`src/pkg/rrx_pkg.sv`:
```
// Package of constants for the remote-control pulse decoder
// Summary of operation
// - Counter clock is fc over 2^6..2^12
// - Polarity bit one inverts the input
// - Source: rising, falling, both, byte received
// - Threshold time is sixteen counts per step
// - Compare counter upper nibble with threshold
// - Run bit zero stops, clears counter
// - Measure mode ignored for both-edge source
// - Receive-end mode raises interrupt per byte
// - Capture register read-only, resets to zero
// - Data buffer read-only, holds decided bits
// - Overflow flag reads one after overflow
// - Next bit monitor shows threshold decision
// - Monitor shows filtered input level
// - Status shows receive bit counter
// - Noise time drops pulses shorter than it
// - Measurement captures, clears, interrupts, keeps counting
// - Overflow interrupts, flags, clears, stops counter
// - Receive-end shifts bits, interrupts after eight
// - Bit counter restarts at one after byte
package rrx_pkg;
	// Register indices; byte address is four times the index
	localparam logic [11:0] RRX_IDX_CTRL_ONE = 12'hFD0;
	localparam logic [11:0] RRX_IDX_CTRL_TWO = 12'hFD1;
	localparam logic [11:0] RRX_IDX_CAPTURE = 12'hFD2;
	localparam logic [11:0] RRX_IDX_BUFFER = 12'hFD3;
	localparam logic [11:0] RRX_IDX_STATUS = 12'hFD4;
	localparam int RRX_ADDR_W = 14;
	// Reset values
	localparam logic [7:0] RRX_CTRL_RESET = 8'h00;
	localparam logic [7:0] RRX_DATA_RESET = 8'h00;
	// Control one fields
	localparam int RRX_CCK_LSB = 6;
	localparam int RRX_POL_BIT = 5;
	localparam int RRX_SRC_LSB = 3;
	localparam int RRX_NOISE_LSB = 0;
	// Control two fields
	localparam int RRX_THR_LSB = 4;
	localparam int RRX_RUN_BIT = 3;
	localparam int RRX_MODE_LSB = 0;
	// Status fields
	localparam int RRX_BCNT_LSB = 4;
	localparam int RRX_OVF_BIT = 2;
	localparam int RRX_NEXT_BIT = 1;
	localparam int RRX_FILT_BIT = 0;
	// Interrupt source codes
	localparam logic [1:0] RRX_SRC_RISE = 2'h0;
	localparam logic [1:0] RRX_SRC_FALL = 2'h1;
	localparam logic [1:0] RRX_SRC_BOTH = 2'h2;
	localparam logic [1:0] RRX_SRC_BYTE = 2'h3;
	// Measure mode codes that gate counting to one level
	localparam logic [1:0] RRX_MODE_HIGH = 2'h2;
	localparam logic [1:0] RRX_MODE_LOW = 2'h3;
	// Prescaler width and counter full value
	localparam int RRX_PRE_W = 12;
	localparam logic [7:0] RRX_CNT_FULL = 8'hFF;
	localparam logic [3:0] RRX_BITS_PER_BYTE = 4'h8;
	localparam logic [3:0] RRX_BCNT_FIRST = 4'h1;
	// Noise canceler windows in fc cycles for codes 1 to 5
	localparam int RRX_NOISE_W = 15;
	localparam logic [14:0] RRX_NOISE_1 = 15'h0020;
	localparam logic [14:0] RRX_NOISE_2 = 15'h0100;
	localparam logic [14:0] RRX_NOISE_3 = 15'h0200;
	localparam logic [14:0] RRX_NOISE_4 = 15'h0400;
	localparam logic [14:0] RRX_NOISE_5 = 15'h0800;
endpackage : rrx_pkg

```
`src/verilog/rrx_decoder.sv`:
```
// Remote-control pulse decoder with Avalon-MM register slave
`timescale 1ns/100ps
`default_nettype none
module rrx_decoder #(
	parameter logic [14:0] NOISE_CNT_6 = 15'h2000, // Window for noise code 6, shorten in simulation
	parameter logic [14:0] NOISE_CNT_7 = 15'h4000 // Window for noise code 7, shorten in simulation
) (
	input wire logic CLOCK_I,
	input wire logic RESET_N_I,
	input wire logic CLOCK_EN_I,
	input wire logic [rrx_pkg::RRX_ADDR_W-1:0] AVS_ADDRESS_I,
	input wire logic AVS_READ_I,
	input wire logic AVS_WRITE_I,
	input wire logic [31:0] AVS_WRITEDATA_I,
	output logic [31:0] AVS_READDATA_O,
	output logic AVS_WAITREQUEST_O,
	input wire logic REMOTE_SIGNAL_INPUT_I,
	output logic EXT_INTERRUPT_THREE_O
);
	import rrx_pkg::*;

	// Prescaler mask for a code: low bits that must all be one
	function automatic logic [RRX_PRE_W-1:0] pre_mask(input logic [1:0] code);
		case (code)
			2'h0: pre_mask = 12'h03F;
			2'h1: pre_mask = 12'h0FF;
			2'h2: pre_mask = 12'h3FF;
			default: pre_mask = 12'hFFF;
		endcase
	endfunction : pre_mask

	// Noise window in fc cycles; zero means pass through
	function automatic logic [RRX_NOISE_W-1:0] noise_len(input logic [2:0] code);
		case (code)
			3'h1: noise_len = RRX_NOISE_1;
			3'h2: noise_len = RRX_NOISE_2;
			3'h3: noise_len = RRX_NOISE_3;
			3'h4: noise_len = RRX_NOISE_4;
			3'h5: noise_len = RRX_NOISE_5;
			3'h6: noise_len = NOISE_CNT_6;
			3'h7: noise_len = NOISE_CNT_7;
			default: noise_len = '0;
		endcase
	endfunction : noise_len

	// Software registers
	logic [7:0] ctrl_one_reg; // Clock, polarity, source, noise
	logic [7:0] ctrl_two_reg; // Threshold, run, mode
	logic [7:0] capture_reg; // Counter snapshot
	logic [7:0] buffer_reg; // Decided bits
	// Engine state
	logic [RRX_PRE_W-1:0] pre_reg; // Free-running divider
	logic tick_reg; // One-cycle counter clock enable
	logic sync1_reg; // Synchroniser first stage
	logic sync2_reg; // Synchroniser second stage
	logic [RRX_NOISE_W-1:0] noise_cnt_reg; // Disagreement run length
	logic filt_reg; // Filtered, polarity-corrected level
	logic filt_prev_reg; // Last filtered level for edges
	logic [7:0] count_reg; // Measurement up-counter
	logic ovf_reg; // Overflow flag, also halts counting
	logic [3:0] bcnt_reg; // Receive bit counter
	logic byte_done_reg; // Byte finished, next edge restarts count
	logic irq_reg; // Interrupt pulse
	logic next_bit_reg; // Registered threshold decision
	// Bus state
	logic wait_reg; // Waitrequest
	logic [31:0] rdata_reg; // Read data

	// Field views
	wire [1:0] clk_sel = ctrl_one_reg[RRX_CCK_LSB +: 2];
	wire pol_sel = ctrl_one_reg[RRX_POL_BIT];
	wire [1:0] src_sel = ctrl_one_reg[RRX_SRC_LSB +: 2];
	wire [2:0] noise_sel = ctrl_one_reg[RRX_NOISE_LSB +: 3];
	wire [3:0] threshold = ctrl_two_reg[RRX_THR_LSB +: 4];
	wire run = ctrl_two_reg[RRX_RUN_BIT];
	wire [1:0] mode_sel = ctrl_two_reg[RRX_MODE_LSB +: 2];

	// Bus decode
	wire req = AVS_READ_I | AVS_WRITE_I;
	wire [11:0] idx = AVS_ADDRESS_I[RRX_ADDR_W-1:2];
	wire take = req & ~wait_reg; // Edge where master sees waitrequest low
	wire wr_one = take & AVS_WRITE_I & (idx == RRX_IDX_CTRL_ONE);
	wire wr_two = take & AVS_WRITE_I & (idx == RRX_IDX_CTRL_TWO);
	wire run_set = wr_two & AVS_WRITEDATA_I[RRX_RUN_BIT];

	// Input path
	wire raw_level = sync2_reg ^ pol_sel;
	wire [RRX_NOISE_W-1:0] win = noise_len(noise_sel);
	wire filt_bypass = (win == '0);
	wire filt_flip = filt_bypass ? (raw_level != filt_reg) : ((raw_level != filt_reg) & (noise_cnt_reg == win - 15'h0001));
	wire rise = filt_reg & ~filt_prev_reg;
	wire fall = ~filt_reg & filt_prev_reg;

	// Event selection
	wire byte_mode = (src_sel == RRX_SRC_BYTE);
	wire src_edge = (src_sel == RRX_SRC_RISE) ? rise : (src_sel == RRX_SRC_FALL) ? fall : (rise | fall);
	wire mode_used = (src_sel != RRX_SRC_BOTH);
	wire gate_ok = ~mode_used | (mode_sel == RRX_MODE_HIGH ? filt_reg : (mode_sel == RRX_MODE_LOW ? ~filt_reg : 1'b1));
	wire counting = run & ~ovf_reg;
	wire count_step = counting & tick_reg & gate_ok;
	wire overflow = count_step & (count_reg == RRX_CNT_FULL);
	wire decision = (count_reg[7:4] >= threshold);
	wire bit_edge = byte_mode & rise;
	wire meas_edge = ~byte_mode & src_edge;
	wire byte_end = bit_edge & ((byte_done_reg ? RRX_BCNT_FIRST : bcnt_reg + 4'h1) == RRX_BITS_PER_BYTE);

	// Status and read mux
	wire [7:0] status = {bcnt_reg, 1'b0, ovf_reg, next_bit_reg, filt_reg};
	wire [7:0] rd_byte = (idx == RRX_IDX_CTRL_ONE) ? ctrl_one_reg :
		(idx == RRX_IDX_CTRL_TWO) ? ctrl_two_reg :
		(idx == RRX_IDX_CAPTURE) ? capture_reg :
		(idx == RRX_IDX_BUFFER) ? buffer_reg :
		(idx == RRX_IDX_STATUS) ? status : 8'h00; // Unmapped reads zero

	// Avalon slave: one wait state, data loaded with the release
	always_ff @(posedge CLOCK_I or negedge RESET_N_I)
	begin
		if (!RESET_N_I)
		begin
			wait_reg <= 1'b1;
			rdata_reg <= 32'h0000_0000;
		end
		else if (CLOCK_EN_I)
		begin
			wait_reg <= ~(req & wait_reg);
			// Only reads reload the data, so it stands until the next read
			if (AVS_READ_I & wait_reg)
				rdata_reg <= {24'h00_0000, rd_byte};
		end
	end

	// Control registers; read-only registers ignore writes
	always_ff @(posedge CLOCK_I or negedge RESET_N_I)
	begin
		if (!RESET_N_I)
		begin
			ctrl_one_reg <= RRX_CTRL_RESET;
			ctrl_two_reg <= RRX_CTRL_RESET;
		end
		else if (CLOCK_EN_I)
		begin
			if (wr_one)
				ctrl_one_reg <= AVS_WRITEDATA_I[7:0];
			if (wr_two)
				ctrl_two_reg <= AVS_WRITEDATA_I[7:0];
		end
	end

	// Prescaler kept in the fc domain as an enable
	always_ff @(posedge CLOCK_I or negedge RESET_N_I)
	begin
		if (!RESET_N_I)
		begin
			pre_reg <= '0;
			tick_reg <= 1'b0;
		end
		else if (CLOCK_EN_I)
		begin
			pre_reg <= pre_reg + 12'h001;
			tick_reg <= ((pre_reg & pre_mask(clk_sel)) == pre_mask(clk_sel));
		end
	end

	// Synchroniser; the first stage feeds only the second
	always_ff @(posedge CLOCK_I or negedge RESET_N_I)
	begin
		if (!RESET_N_I)
		begin
			sync1_reg <= 1'b0;
			sync2_reg <= 1'b0;
		end
		else if (CLOCK_EN_I)
		begin
			sync1_reg <= REMOTE_SIGNAL_INPUT_I;
			sync2_reg <= sync1_reg;
		end
	end

	// Noise canceler: level must disagree for a whole window
	always_ff @(posedge CLOCK_I or negedge RESET_N_I)
	begin
		if (!RESET_N_I)
		begin
			noise_cnt_reg <= '0;
			filt_reg <= 1'b0;
			filt_prev_reg <= 1'b0;
		end
		else if (CLOCK_EN_I)
		begin
			filt_prev_reg <= filt_reg;
			// A short glitch resets the run, so it never reaches the output
			if (filt_flip || raw_level == filt_reg)
				noise_cnt_reg <= '0;
			else
				noise_cnt_reg <= noise_cnt_reg + 15'h0001;
			if (filt_flip)
				filt_reg <= ~filt_reg;
		end
	end

	// Up-counter, capture and overflow
	always_ff @(posedge CLOCK_I or negedge RESET_N_I)
	begin
		if (!RESET_N_I)
		begin
			count_reg <= 8'h00;
			capture_reg <= RRX_DATA_RESET;
			ovf_reg <= 1'b0;
		end
		else if (CLOCK_EN_I)
		begin
			// Stop clears the counter outright
			if (!run)
				count_reg <= 8'h00;
			else if ((meas_edge || bit_edge) && counting)
			begin
				capture_reg <= count_reg;
				count_reg <= 8'h00;
			end
			else if (overflow)
				count_reg <= 8'h00;
			else if (count_step)
				count_reg <= count_reg + 8'h01;
			// Set wins over the clear by a run write
			if (overflow)
				ovf_reg <= 1'b1;
			else if (run_set)
				ovf_reg <= 1'b0;
		end
	end

	// Bit decisions into the buffer and bit counter
	always_ff @(posedge CLOCK_I or negedge RESET_N_I)
	begin
		if (!RESET_N_I)
		begin
			buffer_reg <= RRX_DATA_RESET;
			bcnt_reg <= 4'h0;
			byte_done_reg <= 1'b0;
			next_bit_reg <= 1'b0;
		end
		else if (CLOCK_EN_I)
		begin
			next_bit_reg <= decision;
			if (bit_edge)
			begin
				buffer_reg <= {buffer_reg[6:0], decision};
				// First edge after a byte restarts the count at one
				bcnt_reg <= byte_done_reg ? RRX_BCNT_FIRST : bcnt_reg + 4'h1;
				byte_done_reg <= byte_end;
			end
		end
	end

	// Interrupt high the cycle after any event; events in the same cycle give one pulse
	always_ff @(posedge CLOCK_I or negedge RESET_N_I)
	begin
		if (!RESET_N_I)
			irq_reg <= 1'b0;
		else if (CLOCK_EN_I)
			irq_reg <= meas_edge | byte_end | overflow;
	end

	assign AVS_READDATA_O = rdata_reg;
	assign AVS_WAITREQUEST_O = wait_reg;
	assign EXT_INTERRUPT_THREE_O = irq_reg;
endmodule : rrx_decoder
`default_nettype wire

```
`config.mk`:
```
export PLATFORM = sky130hd
export DESIGN_NAME = rrx_decoder
export DESIGN_NICKNAME = d
export VERILOG_FILES = /design/src/pkg/rrx_pkg.sv /design/src/verilog/rrx_decoder.sv
export SDC_FILE = /design/constraint.sdc
export NUM_CORES = 1
export LEC_CHECK = 0
export ABC_AREA = 1
export CAP_MARGIN = 20
export CORE_ASPECT_RATIO = 1.4
export CORE_UTILIZATION = 45
export CTS_BUF_LIST = sky130_fd_sc_hd__clkbuf_8
export DETAILED_ROUTE_END_ITERATION = 7
export DONT_BUFFER_PORTS = 1
export GPL_TIMING_DRIVEN = 0
export SETUP_SLACK_MARGIN = 0.1
export SKIP_CTS_REPAIR_TIMING = 1
export SYNTH_ARGS = -nofsm -noshare
export SYNTH_HDL_FRONTEND = slang
export SYNTH_SLANG_ARGS = --single-unit
```
`constraint.sdc`:
```
create_clock -name CLOCK_I -period 6.2 [get_ports CLOCK_I]
set_clock_uncertainty 0.1 [all_clocks]
set_input_delay 0.62 -clock CLOCK_I [delete_from_list [all_inputs] [get_ports CLOCK_I]]
set_output_delay 0.62 -clock CLOCK_I [all_outputs]
set_load 0.005 [all_outputs]
```
Yosys cells after proc, flatten, opt, wreduce, memory -nomap -nowiden
Cells that the tools add are included.
- equal/unequal tests: 26
- bitwise logic cells: 31
- add/sub/neg operators: 5
- $lt $le $gt $ge: 1
- reduce and logical (&&, ||, !) cells: 15
- multiplexer cells: 21
- operators by type and width (kind ; count):
    $pmux W15 S7 ; 1
    $mux W8 ; 9
    $eq A12 B12 Y1 const B ; 5
    $pmux W12 S3 ; 1
    $and A1 B1 Y1 ; 17
    $add A15 B1 Y15 const B ; 1
    $eq A15 B15 Y1 ; 1
    $logic_not A15 Y1 ; 1
    $mux W15 ; 1
    $sub A15 B1 Y15 const B ; 1
    $reduce_and A2 Y1 ; 7
    $add A12 B1 Y12 const B ; 1
    $and A12 B12 Y12 ; 1
    $eq A12 B12 Y1 ; 1
    $eq A3 B3 Y1 const B ; 4
    $mux W12 ; 1
    $add A8 B1 Y8 const B ; 1
    $eq A2 B2 Y1 const B ; 4
    $eq A8 B8 Y1 const B ; 1
    $mux W1 ; 7
    $not A1 Y1 ; 7
    $eq A3 B2 Y1 const B ; 2
    $or A1 B1 Y1 ; 5
    $add A4 B1 Y4 const B ; 1
    15 further kinds ; 18
- word-level logic and storage cells: 118
- output and inout bits: 34
- input bits: 52
- register bits: 89

Longest topological paths before layout
- depth after elaboration: 10
- gate-level depth with buffers: 16

Worst setup path after synthesis
No wires, ideal clock.
- kind: register -> register
- from: register ctrl_one_reg[2]
- to: register noise_cnt_reg[10]
- library setup time: 135 ps
- arrival: 1781 ps
- path buffers: 2
- cell stages (with the launch flop): 15
- setup slack: 4184 ps
- cells stage by stage: dfrtp_1 -> buf_4 -> clkinv_2 -> nand3_1 -> ha_1 -> inv_1 -> nand2_1 -> nand2_1 -> nor2_1 -> nand3_1 -> nor2_1 -> nand4_2 -> nand3_4 -> buf_8 -> a21oi_2
- word-level cells in the longest chain between the ends: 8
- RTL lines (what ; line ; source):
    start: declaration ; rrx_decoder.sv:47 ; logic [7:0] ctrl_one_reg;
    start signal: assignment ; rrx_decoder.sv:143 ; ctrl_one_reg <= AVS_WRITEDATA_I[7:0];
    $eq A3 B3 Y1, or another cell as far along ; rrx_decoder.sv:34 ; case (code)
    $pmux W15 S7 (*) ; rrx_decoder.sv:34 ;
    $sub A15 B1 Y15 ; rrx_decoder.sv:90 ; wire filt_flip = filt_bypass ? (raw_level != filt_reg) : ((raw_level != filt_reg) & (noise_cnt_reg == win - 15 ...
    $eq A15 B15 Y1 ; rrx_decoder.sv:90 ;
    $and A1 B1 Y1 ; rrx_decoder.sv:90 ;
    $mux W1 (*) ; rrx_decoder.sv:90 ;
    $logic_or A1 B1 Y1 (*) ; rrx_decoder.sv:192 ; if (filt_flip || raw_level == filt_reg)
    $mux W15 (*) ; rrx_decoder.sv:192 ;
    end signal: assignment ; rrx_decoder.sv:195 ; noise_cnt_reg <= noise_cnt_reg + 15'h0001;
    end: declaration ; rrx_decoder.sv:56 ; logic [RRX_NOISE_W-1:0] noise_cnt_reg;
Mark *: on every way between the ends. The rest lies on a longest branch, timed or not.
A chain may end at the register's enable or synchronous reset.

Final worst setup path
- from: register ctrl_one_reg[2]
- to: register noise_cnt_reg[4]
The elaborated chain is that of the path after synthesis.

==> impl_metrics.py <==
metrics = {
    "power_and_ir_drop": {
        "pwr-share-comb_pct": 11.5,
        "total_power_mw": 1.25,
        "peakVddDrop_v": 0.000124,
        "p_seq_share_pct": 52.0,
        "internal_power_mw": 0.910,
        "pwr-share-clk_pct": 36.5,
        "power_leakage_nw": 2.86,
        "power_switching_mw": 0.341,
        "swShare_pct": 27.3,
        "powerDensity_nw_per_um2": 220,
    },
    "setup_path": {
        "worstPathArrival_ns": 2.42,
        "worst_ep_required_time_ns": 6.33,
        "r2r-start": "ctrl_one_reg[2]",
        "regToRegSetupSlack_ns": 3.91,
        "crit_chain": "buf_4 -> clkinv_2 -> nand3_1 -> ha_1 -> inv_1 -> nand2_1 -> nand2_1 -> nor2_1 -> nand3_1 -> nor2_1 -> nand4_2 -> nand3_4 -> buf_8 -> a21oi_2",
        "critPathLaunchType": "flop",
        "critPathMaxFanout": 10,
        "timing.rr.end": "noise_cnt_reg[4]",
        "endpoint": "noise_cnt_reg[4]",
        "crit_type": "reg2reg",
        "reg2reg_depth": 14,
        "critPathCaptureType": "flop",
        "startpoint": "ctrl_one_reg[2]",
        "slowest_delay_ns": 0.37,
        "slowest_stage": "dfrtp_1",
    },
    "route": {
        "vias": 4224,
        "viasPerCell": 5.10,
        "drc": 0,
        "firstDrtPassIters": 4,
        "postRouteAntennaNets": 0,
        "drt-total-wl_um": 12000,
        "avgRoutedWirePerCell_um": 14.5,
        "drt_iter0_drc": 258,
    },
    "grt": {
        "grt_pass1_vias": 4092,
        "grt_max_degree": 90,
        "grt_first_pass_wirelength_um": 19600,
        "overflow": 0,
        "track_usage_pct": 21.3,
        "grt_antenna_before_repair": 0,
    },
    "synth": {
        "synth.top_cell.area_share_pct": 42.6,
        "synth.area.top_cells": "dfrtp_1, nand2_1, inv_1, nand3_1, buf_4",
        "synthCells": 648,
        "async_flop_share_pct": 100,
        "syn_area_um2": 5170,
        "netlist-cell-type-count": 45,
        "ys_warn_count": 0,
        "avgSynthCellArea_um2": 7.98,
        "synth_top_area_cell": "dfrtp_1",
        "ys_ff_latch": 89,
        "ys_seq_area_share_pct": 43.1,
        "synth-edff-count": 0,
        "ys.flop_type": "dfrtp_1",
    },
    "placement": {
        "gp_congestion": 0.905,
        "dpl-instance-area_um2": 5430,
        "numPortBuffers": 0,
        "dp_hpwl_um": 9110,
    },
    "outcome": {
        "outcome": "finished clean",
    },
    "die": {
        "start_util_pct": 46.8,
        "io_pins": 86,
        "coreArea_um2": 11000,
        "placementRows": 45,
        "die-area_um2": 11900,
        "die_x_um": 92.6,
        "die_h_um": 129,
    },
    "clocking": {
        "clk_path_buf_depth": 2,
        "tritoncts": "built",
        "htree_levels": 3,
        "root_buffer": "clkbuf_8",
        "path_clk_slew_ns": 0.10,
        "cts.sinks": 89,
        "cts_buffers": 9,
        "clock_latency_ns": 0.37,
    },
    "timing": {
        "period_share_pct": 37.0,
        "worst_slew_pin_slew_ns": 0.737,
        "hold_viol_final": 0,
        "rsz0062_at_grt": "false",
        "tns_ns": 0,
        "max_freq_ghz": 0.436,
        "setup_violations": 0,
        "whs_ns": 0.0158,
        "drv_slew": 0,
        "layout_min_cycle_time_ns": 2.29,
        "slew_headroom_pct": 50.5,
    },
    "cells_and_area": {
        "drive_above_1_share_pct": 14.4,
        "fill_cells": 1092,
        "largest_reg_flops": 15,
        "layout.nets": 747,
        "postLayoutCoreUtil_pct": 51.5,
        "syn2layout_area_growth_pct": 10.0,
        "final_area_um2": 5690,
        "antenna_cells": 0,
    },
    "hold_path": {
        "hold_class": "in2async",
    },
    "job": {
        "max-cap-violations": 0,
    },
}
==> cell usage in the layout, fill, tap and decap left out, types with 5 or more instances in the layout <==
| cell type | synthesis | routed |
|---|---|---|
| ha_1 | 12 | 12 |
| buf_4 | 27 | 27 |
| o21ai_1 | 23 | 23 |
| xnor2_1 | 5 | 5 |
| dfrtp_1 | 88 | 88 |
| inv_1 | 74 | 74 |
| nor2_1 | 35 | 35 |
| nand2_2 | 5 | 5 |
| a21oi_1 | 16 | 16 |
| o2111ai_1 | 8 | 8 |
| clkbuf_8 | 0 | 10 |
| o21ai_0 | 27 | 27 |
| xor2_1 | 18 | 18 |
| nand2_1 | 164 | 164 |
| nand3_1 | 54 | 54 |
| a21oi_2 | 10 | 10 |
| inv_2 | 7 | 7 |
| nand4_1 | 18 | 18 |
| clkbuf_1 | 7 | 7 |
| conb_1 | 1 | 24 |
| nor3_1 | 5 | 5 |
| o21ai_2 | 8 | 8 |
==> worst min path at each step <==
stage | from | endpoint | slack (ns)
2_1_floorplan | RESET_N_I | AVS_READDATA_O[0] | 0.22
3_3_place_gp | RESET_N_I | byte_done_reg | 0.23
3_5_place_dp | RESET_N_I | byte_done_reg | 0.23
4_1_cts | RESET_N_I | noise_cnt_reg[12] | -0.19
5_1_grt | RESET_N_I | noise_cnt_reg[13] | 0.05
6_report | RESET_N_I | noise_cnt_reg[5] | 0.02
==> synth_stat cells, types with 7 or more instances <==
cell type / number
dfrtp_1: 88
nor2_1: 35
inv_2: 7
nand3_1: 54
o21ai_2: 8
buf_4: 27
nand4_1: 18
nand2_1: 164
ha_1: 12
o2111ai_1: 8
o21ai_0: 27
o21ai_1: 23
a21oi_2: 10
xor2_1: 18
a21oi_1: 16
inv_1: 74
clkbuf_1: 7
==> cell type report <==
cell class              instances  area, um2  area share [%]
inverters                      83        313            5.50
repair buffers                  1       27.5           0.484
clock inverters                 6       90.1            1.58
multi-input cells             457       2420            42.6
well taps                     141        176            3.10
plain buffers                  42        290            5.10
flip-flops and latches         89       2230            39.2
clock buffers                  10        138            2.42
==> through the flow <==
stage	cells	setup WS [ns]
6_report	829	3.91
5_1_grt	829	3.67
4_1_cts	828	3.88
3_5_place_dp	812	3.90
3_3_place_gp	812	3.93
2_1_floorplan	671	4.18
==> cells by family after synthesis <==
kind of cell / count (synthesis) / synth area share (%)
XOR/XNOR: 23 / 3.90
flip-flops: 89 / 43.1
buffers and inverters: 125 / 11.7
AND/OR/NAND/NOR: 301 / 26.8
AO/OA/AOI/OAI: 97 / 11.5
adder cells (fa/ha/maj): 12 / 2.90
other: 1 / 0.0725
==> worst max-delay path, delay by kind of cell (launching register included) <==
kind / cells / cell delay, ns
DFF: 1 / 0.37
and+or+nand+nor: 8 / 0.82
buffers and inverters: 4 / 0.45
AOI/OAI and AO/OA: 1 / 0.06
adders and majority gates: 1 / 0.35
==> metal layers <==
layer	track usage [%]	vias up	wire (um)
met1	24.3	1989	4900
li1	-	2142	-
met5	0	-	0
met3	3.07	20	339
met4	9.47	0	327
met2	39.1	73	6470
==> power groups by stage <==
stage | sequential [mW] | combinational [mW] | clock (mW)
after floorplan | 0.652 | 0.107 | 0
after global placement | 0.660 | 0.126 | 0
after detailed placement | 0.662 | 0.132 | 0
after CTS | 0.651 | 0.133 | 0.470
after global routing | 0.657 | 0.168 | 0.487
final | 0.651 | 0.144 | 0.456
(Power assumes the default switching activity.)
